$ cat config.mk
export PLATFORM = sky130hd
export DESIGN_NAME = dmbr_regs
export DESIGN_NICKNAME = d
export VERILOG_FILES = /design/src/dmbr_pkg.sv /design/src/dmbr_regs.sv
export VERILOG_INCLUDE_DIRS = /design/src
export SDC_FILE = /design/constraint.sdc
export NUM_CORES = 1
export LEC_CHECK = 0
export ABC_AREA = 1
export ABC_CLOCK_PERIOD_IN_PS = 3100
export BUFFER_PORTS_ARGS = -buffer_cell sky130_fd_sc_hd__buf_4
export CORE_AREA = 4 4 114 116
export DETAILED_ROUTE_END_ITERATION = 6
export DIE_AREA = 0 0 118 120
export MAX_ROUTING_LAYER = met4
export PLACE_DENSITY = 0.68
export SLEW_MARGIN = 40
export SYNTH_ARGS = -nofsm -noshare
export SYNTH_HDL_FRONTEND = slang
export SYNTH_SLANG_ARGS = --single-unit
export TNS_END_PERCENT = 100
$ cat constraint.sdc
create_clock -name clk -period 3.1 [get_ports clk]
set_input_delay 0.155 -clock clk [delete_from_list [all_inputs] [get_ports clk]]
set_output_delay 0.155 -clock clk [all_outputs]
set_load 0.005 [all_outputs]
$ cat src/dmbr_consts.svh
// constants for the drive monitor and broadcast register bank
// assumes 16-bit register words addressed by a 16-bit register number
`ifndef DMBR_CONSTS_SVH
`define DMBR_CONSTS_SVH

`define DMBR_ADDR_RUN_CMD      16'h0001
`define DMBR_ADDR_SPEED_REF    16'h0002
`define DMBR_ADDR_TERM_IN      16'h002b
`define DMBR_ADDR_DRIVE_STAT   16'h002c
`define DMBR_ADDR_DOUT_STAT    16'h002d
`define DMBR_ADDR_DC_BUS       16'h0031
`define DMBR_ADDR_PCT_U        16'h0038
`define DMBR_ADDR_PCT_SA       16'h0039
`define DMBR_ADDR_PCT_SB       16'h003a
`define DMBR_ADDR_CPU_FW       16'h003b
`define DMBR_ADDR_FLASH_FW     16'h003c
`define DMBR_ADDR_LINK_ERR     16'h003d
`define DMBR_ADDR_POWER        16'h003e
`define DMBR_ADDR_CTRL_METHOD  16'h003f
`define DMBR_BCAST_SLAVE       8'h00
`define DMBR_RUN_FWD_BIT       0
`define DMBR_RUN_REV_BIT       1
`define DMBR_RUN_EXTF_BIT      4
`define DMBR_RUN_FRST_BIT      5
`define DMBR_RUN_TERM_LSB      12
`define DMBR_TERM5_IDX         4
`define DMBR_STAT_RUN_BIT      0
`define DMBR_STAT_ZSPD_BIT     1
`define DMBR_STAT_FAGREE_BIT   2
`define DMBR_STAT_UAGREE_BIT   3
`define DMBR_STAT_FLE_BIT      4
`define DMBR_STAT_FGE_BIT      5
`define DMBR_STAT_START_BIT    6
`define DMBR_STAT_UV_BIT       7
`define DMBR_STAT_BLOCK_BIT    8
`define DMBR_STAT_REFSRC_BIT   9
`define DMBR_STAT_OVTQ_BIT     11
`define DMBR_STAT_REFLOST_BIT  12
`define DMBR_STAT_RESTART_BIT  13
`define DMBR_STAT_FAULT_BIT    14
`define DMBR_STAT_TMO_BIT      15
`define DMBR_ERR_CRC_BIT       0
`define DMBR_ERR_LEN_BIT       1
`define DMBR_ERR_PAR_BIT       3
`define DMBR_ERR_OVR_BIT       4
`define DMBR_ERR_FRM_BIT       5
`define DMBR_ERR_TMO_BIT       6
`define DMBR_CODE_OK           8'h00
`define DMBR_CODE_BAD_ADDR     8'h02
`define DMBR_CODE_WRITE_MODE   8'h22
`define DMBR_WORD_ZERO         16'h0000

`endif

$ cat src/dmbr_pkg.sv
// types shared by the drive monitor and broadcast register bank
// assumes dmbr_consts.svh supplies all numeric constants
package dmbr_pkg;

    typedef struct packed {
        logic        valid;
        logic        write;
        logic [7:0]  slave;
        logic [15:0] addr;
        logic [15:0] wdata;
    } dmbr_req_s;

    typedef struct packed {
        logic        valid;
        logic        error;
        logic [7:0]  code;
        logic [15:0] rdata;
    } dmbr_resp_s;

    typedef struct packed {
        logic operating;
        logic zero_speed;
        logic freq_agree;
        logic user_speed_agree;
        logic startup_done;
        logic undervoltage;
        logic baseblock;
        logic ref_from_comm;
        logic overtorque;
        logic ref_lost;
        logic restarting;
        logic any_fault;
        logic comm_timeout;
    } dmbr_drive_s;

    typedef struct packed {
        logic crc;
        logic length;
        logic parity;
        logic overrun;
        logic framing;
        logic timeout;
    } dmbr_link_err_s;

    typedef struct packed {
        logic       forward_run;
        logic       reverse_run;
        logic       external_fault;
        logic       fault_reset;
        logic [2:0] input_terminal_5_7;
    } dmbr_run_s;

endpackage

$ cat src/dmbr_regs.sv
// drive monitor and broadcast register bank: read-only monitor words,
// sticky link error details and the writable broadcast run/speed words
// assumes a message decoder outside that has already checked framing and
// CRC and hands over one register access per request, all on clk
`timescale 1ns/1ns
`include "dmbr_consts.svh"

// Function
// - input status word bits 0..6 mirror input terminals 1..7, upper bits zero
// - status bits 0..3: operating, zero speed, frequency agree, user speed agree
// - bit 4 when output frequency <= detect level, bit 5 when >= it
// - bit 6 startup done, bit 7 undervoltage, bit 8 baseblock
// - bit 9 reads 0 for reference from comm option, else 1
// - bit B overtorque, bit C reference lost, bit D restarting
// - bit E any fault including comm time-out; bit F comm time-out
// - output status bits 0..2 mirror the three digital outputs
// - first percent monitor reported unsigned, 0.1 percent per lsb
// - second and third percent monitors reported signed, same scaling
// - link error bits latch until a fault reset, even while running
// - broadcast messages are accepted and acted on with no response
// - run word: fwd bit 0, rev bit 1, ext fault bit 4, reset bit 5
// - broadcast bits C..E rise to 1 only when locally enabled
// - undefined broadcast bits leave local terminal signals in use
module dmbr_regs #(
    parameter int DATA_W = 16
) (
    input  wire logic                    clk,
    input  wire logic                    reset,
    input  wire dmbr_pkg::dmbr_req_s     req,
    output      dmbr_pkg::dmbr_resp_s    resp,
    input  wire logic [6:0]              input_terminal,
    input  wire logic [2:0]              digital_output,
    input  wire dmbr_pkg::dmbr_drive_s   drive,
    input  wire logic [DATA_W-1:0]       output_frequency,
    input  wire logic [DATA_W-1:0]       frequency_detect_level,
    input  wire logic [DATA_W-1:0]       dc_bus_voltage,
    input  wire logic [DATA_W-1:0]       percent_unsigned,
    input  wire logic signed [DATA_W-1:0] percent_signed_a,
    input  wire logic signed [DATA_W-1:0] percent_signed_b,
    input  wire logic [DATA_W-1:0]       cpu_firmware,
    input  wire logic [DATA_W-1:0]       flash_firmware,
    input  wire logic [DATA_W-1:0]       power_rating,
    input  wire logic [DATA_W-1:0]       control_method,
    input  wire dmbr_pkg::dmbr_link_err_s link_err_event,
    input  wire logic                    local_fault_reset,
    input  wire logic [2:0]              terminal_enable,
    output      dmbr_pkg::dmbr_run_s     run,
    output      logic [DATA_W-1:0]       speed_reference,
    output      logic                    speed_reference_valid,
    output      logic [DATA_W-1:0]       link_error_details
);
    import dmbr_pkg::*;

    // ==========================================================
    // request decode
    // ==========================================================
    logic            is_bcast;
    logic            is_bcast_reg;
    logic            is_monitor;
    logic            wr_run;
    logic            wr_speed;
    logic            fault_reset_evt;
    logic [DATA_W-1:0] drive_word;
    logic [DATA_W-1:0] term_word;
    logic [DATA_W-1:0] dout_word;
    logic [DATA_W-1:0] err_word;
    logic [DATA_W-1:0] read_word;
    logic            freq_at_or_below;
    logic            freq_at_or_above;

    assign is_bcast = (req.slave == `DMBR_BCAST_SLAVE);

    assign is_bcast_reg = (req.addr == `DMBR_ADDR_RUN_CMD)
                       || (req.addr == `DMBR_ADDR_SPEED_REF);

    always_comb
    begin
        case (req.addr)
            `DMBR_ADDR_TERM_IN,
            `DMBR_ADDR_DRIVE_STAT,
            `DMBR_ADDR_DOUT_STAT,
            `DMBR_ADDR_DC_BUS,
            `DMBR_ADDR_PCT_U,
            `DMBR_ADDR_PCT_SA,
            `DMBR_ADDR_PCT_SB,
            `DMBR_ADDR_CPU_FW,
            `DMBR_ADDR_FLASH_FW,
            `DMBR_ADDR_LINK_ERR,
            `DMBR_ADDR_POWER,
            `DMBR_ADDR_CTRL_METHOD:
                is_monitor = 1'b1;
            default:
                is_monitor = 1'b0;
        endcase
    end

    // broadcast and directed writes both land on the run and speed words
    assign wr_run   = req.valid && req.write
                   && (req.addr == `DMBR_ADDR_RUN_CMD);
    assign wr_speed = req.valid && req.write
                   && (req.addr == `DMBR_ADDR_SPEED_REF);

    assign fault_reset_evt = local_fault_reset
                          || (wr_run && req.wdata[`DMBR_RUN_FRST_BIT]);

    // ==========================================================
    // monitor word assembly
    // ==========================================================
    assign freq_at_or_below = (output_frequency <= frequency_detect_level);
    assign freq_at_or_above = (output_frequency >= frequency_detect_level);

    always_comb
    begin
        term_word      = '0;
        term_word[6:0] = input_terminal;
    end

    always_comb
    begin
        dout_word      = '0;
        dout_word[2:0] = digital_output;
    end

    always_comb
    begin
        drive_word     = '0;
        drive_word[`DMBR_STAT_RUN_BIT]     = drive.operating;
        drive_word[`DMBR_STAT_ZSPD_BIT]    = drive.zero_speed;
        drive_word[`DMBR_STAT_FAGREE_BIT]  = drive.freq_agree;
        drive_word[`DMBR_STAT_UAGREE_BIT]  = drive.user_speed_agree;
        drive_word[`DMBR_STAT_FLE_BIT]     = freq_at_or_below;
        drive_word[`DMBR_STAT_FGE_BIT]     = freq_at_or_above;
        drive_word[`DMBR_STAT_START_BIT]   = drive.startup_done;
        drive_word[`DMBR_STAT_UV_BIT]      = drive.undervoltage;
        drive_word[`DMBR_STAT_BLOCK_BIT]   = drive.baseblock;
        drive_word[`DMBR_STAT_REFSRC_BIT]  = ~drive.ref_from_comm;
        drive_word[`DMBR_STAT_OVTQ_BIT]    = drive.overtorque;
        drive_word[`DMBR_STAT_REFLOST_BIT] = drive.ref_lost;
        drive_word[`DMBR_STAT_RESTART_BIT] = drive.restarting;
        drive_word[`DMBR_STAT_FAULT_BIT]   = drive.any_fault || drive.comm_timeout;
        drive_word[`DMBR_STAT_TMO_BIT]     = drive.comm_timeout;
    end

    always_comb
    begin
        err_word = link_error_details;
    end

    always_comb
    begin
        case (req.addr)
            `DMBR_ADDR_TERM_IN:     read_word = term_word;
            `DMBR_ADDR_DRIVE_STAT:  read_word = drive_word;
            `DMBR_ADDR_DOUT_STAT:   read_word = dout_word;
            `DMBR_ADDR_DC_BUS:      read_word = dc_bus_voltage;
            `DMBR_ADDR_PCT_U:       read_word = percent_unsigned;
            `DMBR_ADDR_PCT_SA:      read_word = percent_signed_a;
            `DMBR_ADDR_PCT_SB:      read_word = percent_signed_b;
            `DMBR_ADDR_CPU_FW:      read_word = cpu_firmware;
            `DMBR_ADDR_FLASH_FW:    read_word = flash_firmware;
            `DMBR_ADDR_LINK_ERR:    read_word = err_word;
            `DMBR_ADDR_POWER:       read_word = power_rating;
            `DMBR_ADDR_CTRL_METHOD: read_word = control_method;
            default:                read_word = `DMBR_WORD_ZERO;
        endcase
    end

    // ==========================================================
    // sticky link error details
    // ==========================================================
    // a new error in the fault reset cycle must survive, so set beats clear
    always_ff @(posedge clk)
    begin
        if (reset)
        begin
            link_error_details <= `DMBR_WORD_ZERO;
        end
        else
        begin
            if (fault_reset_evt)
            begin
                link_error_details <= `DMBR_WORD_ZERO;
            end
            if (link_err_event.crc)
                link_error_details[`DMBR_ERR_CRC_BIT] <= 1'b1;
            if (link_err_event.length)
                link_error_details[`DMBR_ERR_LEN_BIT] <= 1'b1;
            if (link_err_event.parity)
                link_error_details[`DMBR_ERR_PAR_BIT] <= 1'b1;
            if (link_err_event.overrun)
                link_error_details[`DMBR_ERR_OVR_BIT] <= 1'b1;
            if (link_err_event.framing)
                link_error_details[`DMBR_ERR_FRM_BIT] <= 1'b1;
            if (link_err_event.timeout)
                link_error_details[`DMBR_ERR_TMO_BIT] <= 1'b1;
        end
    end

    // ==========================================================
    // broadcast run command
    // ==========================================================
    logic [2:0] bcast_term;

    always_ff @(posedge clk)
    begin
        if (reset)
        begin
            run.forward_run    <= 1'b0;
            run.reverse_run    <= 1'b0;
            run.external_fault <= 1'b0;
        end
        else if (wr_run)
        begin
            run.forward_run    <= req.wdata[`DMBR_RUN_FWD_BIT];
            run.reverse_run    <= req.wdata[`DMBR_RUN_REV_BIT];
            run.external_fault <= req.wdata[`DMBR_RUN_EXTF_BIT];
        end
    end

    // fault reset is an action, not a level: one cycle per write
    always_ff @(posedge clk)
    begin
        if (reset)
            run.fault_reset <= 1'b0;
        else
            run.fault_reset <= wr_run && req.wdata[`DMBR_RUN_FRST_BIT];
    end

    genvar gi;
    generate
        for (gi = 0; gi < $bits(terminal_enable); gi++)
        begin : g_term
            // a rise is only taken while the local enable allows it
            always_ff @(posedge clk)
            begin
                if (reset)
                    bcast_term[gi] <= 1'b0;
                else if (wr_run)
                begin
                    if (!req.wdata[`DMBR_RUN_TERM_LSB + gi])
                        bcast_term[gi] <= 1'b0;
                    else if (terminal_enable[gi])
                        bcast_term[gi] <= 1'b1;
                end
            end

            // without the enable the local terminal keeps control
            always_ff @(posedge clk)
            begin
                if (reset)
                    run.input_terminal_5_7[gi] <= 1'b0;
                else if (terminal_enable[gi])
                    run.input_terminal_5_7[gi] <= bcast_term[gi];
                else
                    run.input_terminal_5_7[gi] <= input_terminal[`DMBR_TERM5_IDX + gi];
            end
        end
    endgenerate

    // ==========================================================
    // broadcast speed reference
    // ==========================================================
    always_ff @(posedge clk)
    begin
        if (reset)
        begin
            speed_reference       <= `DMBR_WORD_ZERO;
            speed_reference_valid <= 1'b0;
        end
        else if (wr_speed)
        begin
            speed_reference       <= req.wdata;
            speed_reference_valid <= 1'b1;
        end
    end

    // ==========================================================
    // response
    // ==========================================================
    // broadcasts stay silent, even when they name a bad register
    always_ff @(posedge clk)
    begin
        if (reset)
        begin
            resp <= '0;
        end
        else
        begin
            resp.valid <= req.valid && !is_bcast;
            resp.error <= 1'b0;
            resp.code  <= `DMBR_CODE_OK;
            resp.rdata <= `DMBR_WORD_ZERO;
            if (req.valid && !is_bcast)
            begin
                if (!req.write)
                begin
                    resp.rdata <= read_word;
                end
                else if (is_monitor)
                begin
                    resp.error <= 1'b1;
                    resp.code  <= `DMBR_CODE_WRITE_MODE;
                end
                else if (!is_bcast_reg)
                begin
                    resp.error <= 1'b1;
                    resp.code  <= `DMBR_CODE_BAD_ADDR;
                end
            end
        end
    end

endmodule

Yosys cells after proc, flatten, opt, wreduce, memory -nomap -nowiden
Cells that the tools add are included.

word-level totals
  input port bits = 237
  output and inout port bits = 66
  word-level logic and storage cells = 88
  flip-flop bits (word level) = 59

operators by class
  $lt $le $gt $ge = 2
  bitwise logic cells = 3
  reductions and logical operators = 23
  eq/ne operators = 17
  mux-type cells = 20

operators with widths
  cell                   count
  $eq A16 B6 Y1 const B  12
  $pmux W16 S12          1
  $mux W9                2
  $eq A16 B1 Y1 const B  1
  $eq A16 B2 Y1 const B  1
  $ge A16 B16 Y1         1
  $le A16 B16 Y1         1
  $mux W1                16
  $reduce_bool A2 Y1     6
  $reduce_or A12 Y1      1
  $logic_not A8 Y1       1
  $mux W7                1
  $ne A2 B1 Y1 const B   3
  $reduce_and A2 Y1      3
  $reduce_or A3 Y1       2
  $logic_and A1 B1 Y1    5
  $reduce_or A4 Y1       1
  $logic_or A1 B1 Y1     3
  $not A1 Y1             3
  $logic_not A1 Y1       1

Longest topological paths before layout
Gate-level depths: netlist of the first run.

  depth after elaboration = 6
  depth in mapped cells = 13
  depth with buffers taken out = 12

Worst setup path after synthesis of the first run
Ideal clock, no wire load.

  kind = input-to-reg
  from = in req[31] in the netlist's numbering
  to = reg link_error_details[0]
  stages on the path = 9
  library setup time = 0.115 ns
  slack = 1.640 ns
  data required time = 2.985 ns
  data arrival time = 1.345 ns
  buffers on the path = 2
  path through = nor2_1 -> nand2_1 -> nor2_4 -> buf_2 -> buf_2 -> nand4_1 -> nand2_1 -> nor2_1 -> o21a_1

on the way
  longest elaborated chain between the ends = 5

RTL lines
  element                              RTL line          RTL
  from (decl)                          dmbr_regs.sv:29   input wire dmbr_pkg::dmbr_req_s req,
  $eq A16 B1 Y1 (no source line)       -
  $logic_and A1 B1 Y1                  dmbr_regs.sv:98   assign wr_run = req.valid && req.write
  $logic_and A1 B1 Y1                  dmbr_regs.sv:104  || (wr_run && req.wdata[`DMBR_RUN_FRST_BIT]);
  $logic_or A1 B1 Y1                   dmbr_regs.sv:103  assign fault_reset_evt = local_fault_reset
  $reduce_bool A2 Y1 (no source line)  -
  to (signal assigned)                 dmbr_regs.sv:176  link_error_details <= `DMBR_WORD_ZERO;
  to (signal assigned)                 dmbr_regs.sv:182  link_error_details <= `DMBR_WORD_ZERO;
  to (decl)                            dmbr_regs.sv:50   output logic [DATA_W-1:0] link_error_details

Every way passes these cells.
A chain may end at the register's enable or synchronous reset.

Final worst setup path of the first run
  from = in req[31] in the netlist's numbering
  to = reg resp[6] in the netlist's numbering

on the way
  longest elaborated chain between the ends = 2
  elaborated cells between the ends (all ways) = 13
  those cells by class = eq/ne (12); mux (1)

RTL lines
  element          RTL line          RTL
  $eq A16 B6 Y1    dmbr_regs.sv:151  case (req.addr)
  $pmux W16 S12 *  dmbr_regs.sv:151
  to (decl)        dmbr_regs.sv:30   output dmbr_pkg::dmbr_resp_s resp,

Mark *: on every way between the ends. The rest lies on a longest branch, timed or not.

==> results of run 1 <==
-- through the flow --
step | hold WS, ns | total power, mW | area [µm²] | util
2_1_floorplan | 0.224 | 0.798 | 3930 | -
3_3_place_gp | 0.354 | 1.06 | 6080 | 0.510
3_5_place_dp | 0.358 | 1.06 | 6080 | 0.510
4_1_cts | 0.0393 | 1.65 | 6230 | 0.523
5_1_grt | 0.0497 | 1.71 | 6230 | 0.523
6_report | 0.0451 | 1.64 | 6230 | 0.523
-- cells by family (layout without fill, tap and decap cells) --
family / Yosys count / count (layout) / share of synthesized area
buffers and inverters: 115 / 377 / 0.135
other: 1 / 16 / 0.000968
AOI/OAI and AO/OA: 56 / 56 / 0.0762
DFF: 52 / 52 / 0.269
adders and majority gates: 16 / 16 / 0.0517
and+or+nand+nor: 417 / 417 / 0.467
-- layout by cell type, fill, tap and decap left out --
cell	instances
sky130_fd_sc_hd__buf_4	294
sky130_fd_sc_hd__nor2_1	118
sky130_fd_sc_hd__nor4_1	2
sky130_fd_sc_hd__inv_2	4
sky130_fd_sc_hd__o21bai_1	1
sky130_fd_sc_hd__o21ai_0	33
sky130_fd_sc_hd__ha_1	16
sky130_fd_sc_hd__nor2_2	7
sky130_fd_sc_hd__or2_2	2
sky130_fd_sc_hd__nand2_2	2
sky130_fd_sc_hd__dfxtp_1	52
sky130_fd_sc_hd__a21oi_1	17
sky130_fd_sc_hd__and3_1	1
sky130_fd_sc_hd__o21a_1	4
sky130_fd_sc_hd__nand3_1	34
sky130_fd_sc_hd__nor2_4	2
sky130_fd_sc_hd__conb_1	16
sky130_fd_sc_hd__clkbuf_16	5
sky130_fd_sc_hd__inv_1	71
sky130_fd_sc_hd__and2_1	1
sky130_fd_sc_hd__clkinv_2	1
sky130_fd_sc_hd__inv_6	1
sky130_fd_sc_hd__nor3_2	2
sky130_fd_sc_hd__clkinvlp_4	1
sky130_fd_sc_hd__nand4_1	52
sky130_fd_sc_hd__nand2_1	188
sky130_fd_sc_hd__nor3_1	6
sky130_fd_sc_hd__a21o_1	1
-- worst paths after layout --
| kind | from | to | slack (ns) | cells past startpoint |
|---|---|---|---|---|
| setup / recovery | req[31] | resp[6] | 1.24 | 12 |
| hold / removal | terminal_enable[0] | run[0] | 0.05 | 2 |
| setup reg to reg | link_error_details[6] | resp[6] | 2.03 | 6 |
| hold reg to reg | bcast_term[2] | run[2] | 0.45 | 2 |
-- worst register-to-register path: stages, from the launching register on --
cell and delay, ns:
sky130_fd_sc_hd__dfxtp_1 0.33, sky130_fd_sc_hd__inv_1 0.07, sky130_fd_sc_hd__o21ai_0 0.34, sky130_fd_sc_hd__nor2_1 0.08, sky130_fd_sc_hd__nand2_1 0.07, sky130_fd_sc_hd__nor2_1 0.04
sky130_fd_sc_hd__nor2_1 0.08
-- Yosys cell counts --
master                     count  area share
sky130_fd_sc_hd__inv_1        71       0.069
sky130_fd_sc_hd__and3_1        1      0.0016
sky130_fd_sc_hd__ha_1         16       0.052
sky130_fd_sc_hd__and2_1        1      0.0016
sky130_fd_sc_hd__nor3_2        2      0.0052
sky130_fd_sc_hd__o21bai_1      1      0.0019
sky130_fd_sc_hd__a21o_1        1      0.0019
sky130_fd_sc_hd__nor2_1      118        0.11
sky130_fd_sc_hd__o21a_1        4      0.0078
sky130_fd_sc_hd__buf_6         1      0.0029
sky130_fd_sc_hd__nand4_1      52       0.084
sky130_fd_sc_hd__nand2_1     188        0.18
sky130_fd_sc_hd__conb_1        1     0.00097
sky130_fd_sc_hd__nor2_4        2      0.0058
sky130_fd_sc_hd__buf_4        18       0.035
sky130_fd_sc_hd__nor4_1        2      0.0032
sky130_fd_sc_hd__nand2_2       2      0.0032
sky130_fd_sc_hd__nand3_1      34       0.044
sky130_fd_sc_hd__dfxtp_1      52        0.27
sky130_fd_sc_hd__inv_2         4      0.0039
sky130_fd_sc_hd__nor2_2        7       0.011
sky130_fd_sc_hd__buf_2        13       0.017
sky130_fd_sc_hd__o21ai_0      33       0.043
sky130_fd_sc_hd__or2_2         2      0.0032
sky130_fd_sc_hd__a21oi_1      17       0.022
sky130_fd_sc_hd__nor3_1        6      0.0078
sky130_fd_sc_hd__clkbuf_1      8      0.0078
-- power groups by stage --
stage,logic (mW),registers [mW],clock network [mW]
floorplan,0.102,0.696,0
global placement,0.360,0.696,0
detailed placement,0.364,0.696,0
CTS,0.365,0.680,0.604
global route,0.400,0.681,0.630
finish,0.363,0.680,0.594
-- area by class of cell --
cell class | count | area [µm²] | share of cell area
clock buffers | 5 | 125 | 0.0201
clock inverters | 3 | 21.3 | 0.00342
inverters | 75 | 282 | 0.0452
multi-input cells | 505 | 2370 | 0.380
flip-flops and latches | 52 | 1040 | 0.167
well taps | 147 | 184 | 0.0295
repair buffers | 294 | 2210 | 0.355
-- registers in the layout (all words and copies together) (netlist names) --
name                   cells
resp                      19
speed_reference           16
run                        7
link_error_details         6
bcast_term                 3
speed_reference_valid      1
-- layer usage --
metal,wire length (µm),track usage
met1,7050,0.278
met2,9130,0.447
met3,1820,0.0919
met4,380,0.0593
met5,0,-
==> results.txt, run 1 <==
The clock insertion delay at the later pin of the skew report is 0.30 ns. The number of vias per cell came out at 4.79. Before CTS, the worst setup slack after placement is 0.921 ns. The clock-pin slew on the worst setup and hold paths is 0.07 ns. The max capacitance violation total came out at 0. The register bit count reported by yosys is 52. The standard cell core area came out at 11900 µm². The path class of the tightest hold or removal check is primary input to register. STA puts the critical path data required time at 3.33 ns. In the final layout, the share of cells above drive strength 1 is 0.344.

Walking the worst path, the cells encountered are buf_4 -> nor2_1 -> nand2_1 -> nor2_4 -> nand2_1 -> nor2_2 -> nand2_1 -> o21ai_0 -> nor2_1 -> nand2_1 -> nor2_1 -> nor2_1. The net load switching power is 0.427 mW. The deepest level of the CTS H-tree came out at 2.

The synthesized area is 3870 µm². The max-slew headroom at the worst pin is 0.500. Setup repair after global routing left no endpoint under its margin. The detailed router's first-iteration violation count is 324.

The number of gates resized after CTS came out at 0. Broken down by cell family, the worst path's largest delay share belongs to simple AND/OR/NAND/NOR gates. The share of the yosys chip area belonging to registers is 0.269. The number of buffers created by CTS is 5. The die outline area is 14200 µm². The worst vdd rail ir drop is 208 µV. In the final routed layout, each cell accounts on average for 17.0 µm. The cell count after synthesis came out at 657. The leftover overflow at the end of global routing is 0. The maximum buffer depth of the clock tree is 2. The number of post-CTS setup repair buffers is 0.

The kind of start point of the critical path is a primary input. The clock sink total is 52. The number of remaining DRC errors came out at 0. The transition time at the pin with the least slew margin came out at 0.745 ns. The final estimated routing congestion in global placement is 0.939. The part of the power in the clock network is 0.363. The period utilization came out at 0.600. The count of final max-slew check failures came out at 0.

The pin count of the biggest net entering global routing is 30. The antenna violation net count after detailed routing came out at 0. The chip width is 118 µm.

A synthesized cell averages 5.90 µm². The clock tree skew after final layout came out at 0.00685 ns. The diode insertion count for antenna repair is 0. Of the total power, combinational logic draws 0.222. The number of global-route vias before repair is 5145. The count of warnings emitted by yosys came out at 0. The maximum achievable frequency is 538 MHz. Setup violations remaining at the end of the flow were counted as 0. The worst setup path is captured at a register.

Among all stages on the critical path, the largest delay is contributed by sky130_fd_sc_hd__nor2_2. The largest fanout on the critical path came out at 25. The count of hold-fix buffers inserted at cts came out at 0. After layout, the minimum clock period comes to 1.86 ns. In the global route stage, overall resource usage came out at 0.255. Clock tree synthesis selected as its root buffer the cell sky130_fd_sc_hd__clkbuf_16. The total placed cells including tap cells came out at 1073.

The setup TNS after final layout is 0 ns. The final layout contains routed wiring with a total length of 18400 µm. Compared with the post-synthesis result, the final layout area differs by 60.7%. The final route contains 5173 vias. The combined buffer and inverter count along the critical path is 1. The kind of critical path is primary input to register. The leakage component of the power came out at 3.43 nW.

The number of antenna violations at the first check in global routing is 0. The internal power summed over all cells came out at 1.21 mW. The total of buffers placed on input and output ports came out at 286. Power spread over the standard cell area amounts to 263 nW/µm².

The run finished with clean final reports. The largest single stage delay on the critical path is 0.55 ns. The I/O pin total came out at 303. The relative contribution of sequential cells to total power is 0.416. The number of fill cells in the layout came out at 1267. The data arrival time of the worst path is 2.09 ns. Once detailed placement completed, the half-perimeter wirelength came to 15100 µm.

The placement row count came out at 40. At the end of the flow, the number of nets in the layout was 1186. The unique cell type count in the Yosys netlist came out at 27. Excluding fillers, the count of instances in the completed layout stands at 1081.

The number of search-and-repair iterations in the first detailed-routing pass is 5. The TritonCTS clock tree is done. The overall die height is 120 µm.

The final hold violation count came to 0. The first global-routing pass estimated 27500 µm of wire. The final worst slack is 1.24 ns. The starting utilization of the core area came out at 0.325.

Of the total power, the share spent switching nets is 0.261.
Note: power is estimated with default switching activity, not from simulation.
==> run 2: changes to the inputs <==
ABC_CLOCK_PERIOD_IN_PS = 1750   (was 3100)
CORE_AREA = 4 4 116 118   (was 4 4 114 116)
DIE_AREA = 0 0 120 122   (was 0 0 118 120)
PLACE_DENSITY = 0.66   (was 0.68)
clock period = 1.75 ns   (was 3.1 ns; I/O delays follow)
==> results.txt, run 2 (synthesized netlist as in run 1, its figures left out) <==
The kind of start point of the critical path is a primary input. The number of buffers created by CTS came out at 5. In the global route stage, overall resource usage came out at 0.251.

The global routing usage on met3 is 0.0766. The number of gates resized after CTS is 0. The final hold violation count came to 0. The period utilization came out at 0.780.

After detailed routing, the number of vias per cell comes to 4.64. The leftover overflow at the end of global routing came out at 0. The total number of nets in the final design came out at 1214. The clock-pin slew on the worst setup and hold paths is 0.08 ns. The deepest level of the CTS H-tree came out at 2. The detailed-route wire length is 18700 µm.

The count of final max-slew check failures is 0. The setup TNS after final layout is 0 ns. The commonest non-fill, non-tap cell in the layout is sky130_fd_sc_hd__buf_4. The detailed-placement wirelength estimate came out at 15500 µm.

For the pin with the worst max-slew slack, the measured transition is 0.532 ns. The number of search-and-repair iterations in the first detailed-routing pass is 5. The detailed router's first-iteration violation count came out at 316.

The via count came out at 5266. The maximum achievable frequency is 732 MHz. The largest fanout on the critical path came out at 11. The die outline area came out at 14600 µm². The met1 demand-to-capacity share in global routing is 0.285. The final critical-path required period is 1.37 ns.

The register with the most flip-flops in the layout has 19 of them. The number of fill cells in the layout is 1326. The overall die height is 122 µm. The standard cell core area is 12500 µm². After global routing, the most crowded layer is met2. The run finished with clean final reports.

The number of remaining DRC errors came out at 0. Setup violations remaining at the end of the flow were counted as 0. The number of global-route vias before repair is 5119. The tree is rooted in a sky130_fd_sc_hd__clkbuf_16. The top register by number of flip-flops is resp. The chip width came out at 120 µm. The clock sink total came out at 52. The first-pass GRT wire length is 27500 µm. In the final layout, the registers with the most flip-flops are resp (19), speed_reference (16), run (7). The floorplan has 41 rows. The pin count of the biggest net entering global routing came out at 26.

In the layout the commonest cells are 309 x sky130_fd_sc_hd__buf_4, 188 x sky130_fd_sc_hd__nand2_1, 118 x sky130_fd_sc_hd__nor2_1. The routed wire length per instance came out at 16.5 µm. In this run the tool buffered the top-level ports with 286 buffer cells.

The area growth from synthesis to layout is 69.3%. The data required time at the worst endpoint came out at 2.00 ns. 303 I/O pins were placed. The clock insertion delay at the later pin of the skew report is 0.30 ns.

The number of antenna violations at the first check in global routing came out at 0. TritonCTS built the clock tree. The worst setup path is of the primary input to register kind. The starting utilization of the core area came out at 0.311. The worst setup path is captured at a register.

Summing all multi-input logic gate instances after layout gives 2370 µm². The max capacitance violation total came out at 0. Power spread over the standard cell area amounts to 446 nW/µm². In the global route stage, met2 resource usage came out at 0.434. The maximum buffer depth of the clock tree is 2. The fraction of layout instances using a drive strength above 1 is 0.356. Setup repair after global routing left no endpoint under its margin. The final estimated routing congestion in global placement is 0.924. The clock tree skew after final layout is 0.00458 ns. Timing analysis after detailed placement gives a worst setup slack of 0.0769 ns. The leakage component of the power is 3.58 nW. The max-slew headroom at the worst pin is 0.644. In this run the worst hold path is classified as primary input to register.

For the worst setup path, the data arrival time is 1.61 ns. The final worst slack came out at 0.385 ns. The flip-flop and latch area came out at 1040 µm². The diode insertion count for antenna repair is 0. The worst vdd rail ir drop came out at 437 µV. In this run the remaining antenna-violating nets after routing total 0.
[run 2: changes by cell type in the layout (fill, tap and decap cells not counted)]
cell,change
sky130_fd_sc_hd__dlygate4sd3_1,+7
sky130_fd_sc_hd__buf_4,+15
sky130_fd_sc_hd__buf_12,+6
[run 2: worst max-delay path, cell delays in order]
cell	delay, ns
sky130_fd_sc_hd__buf_4	0.12
sky130_fd_sc_hd__nor2_2	0.13
sky130_fd_sc_hd__nand2_1	0.09
sky130_fd_sc_hd__nor2_2	0.28
sky130_fd_sc_hd__nand2_1	0.17
sky130_fd_sc_hd__nor2_2	0.21
sky130_fd_sc_hd__buf_12	0.17
sky130_fd_sc_hd__nand2_1	0.06
sky130_fd_sc_hd__nand2_1	0.06
sky130_fd_sc_hd__inv_1	0.04
sky130_fd_sc_hd__nand3_1	0.08
sky130_fd_sc_hd__nor2_1	0.04
sky130_fd_sc_hd__nor2_1	0.06
[run 2: area by class of cell]
cell class                      count  area share
Timing Repair Buffer              322       0.383
Multi-Input combinational cell    505       0.361
Sequential cell                    52       0.159
Inverter                           75      0.0429
Tap cell                          172      0.0328
Clock buffer                        5      0.0191
Clock inverter                      3     0.00324
[run 2: layer usage]
layer	up-vias	wire, µm
met4	0	289
met2	246	9250
met1	2321	7370
li1	2677	-
met3	22	1830
met5	-	0
[run 2: final timing paths]
| kind | slack, ns | end | depth (start not counted) | from |
|---|---|---|---|---|
| hold reg to reg | 0.45 | run[2] | 2 | bcast_term[2] |
| setup reg to reg | 0.71 | resp[6] | 6 | link_error_details[6] |
| setup / recovery | 0.38 | resp[5] | 13 | req[23] |
| hold / removal | 0.004 | link_error_details[1] | 2 | reset |
[run 2: power breakdown]
| part | internal (mW) | switching [mW] | total (mW) |
|---|---|---|---|
| combinational | 0.428 | 0.241 | 0.669 |
| sequential | 1.20 | 0.00858 | 1.21 |
| clock | 0.535 | 0.514 | 1.05 |
| total | 2.16 | 0.764 | 2.92 |
[run 2: timing repair]
item	4_1_cts	5_1_grt
hold buffers	7	0
endpoints found under the hold margin	7	0
setup buffers	0	0
[run 2: metrics by stage]
| step | total power [mW] | cells | hold WS [ns] | utilization | area (µm²) |
|---|---|---|---|---|---|
| 4_1_cts | 2.95 | 1134 | 0.00190 | 0.526 | 6560 |
| 2_1_floorplan | 1.41 | 672 | 0.157 | - | 3930 |
| 3_5_place_dp | 1.89 | 1119 | 0.289 | 0.509 | 6340 |
| 6_report | 2.92 | 1134 | 0.00404 | 0.526 | 6560 |
| 3_3_place_gp | 1.88 | 1119 | 0.283 | 0.509 | 6340 |
| 5_1_grt | 3.06 | 1134 | 0.00953 | 0.526 | 6560 |
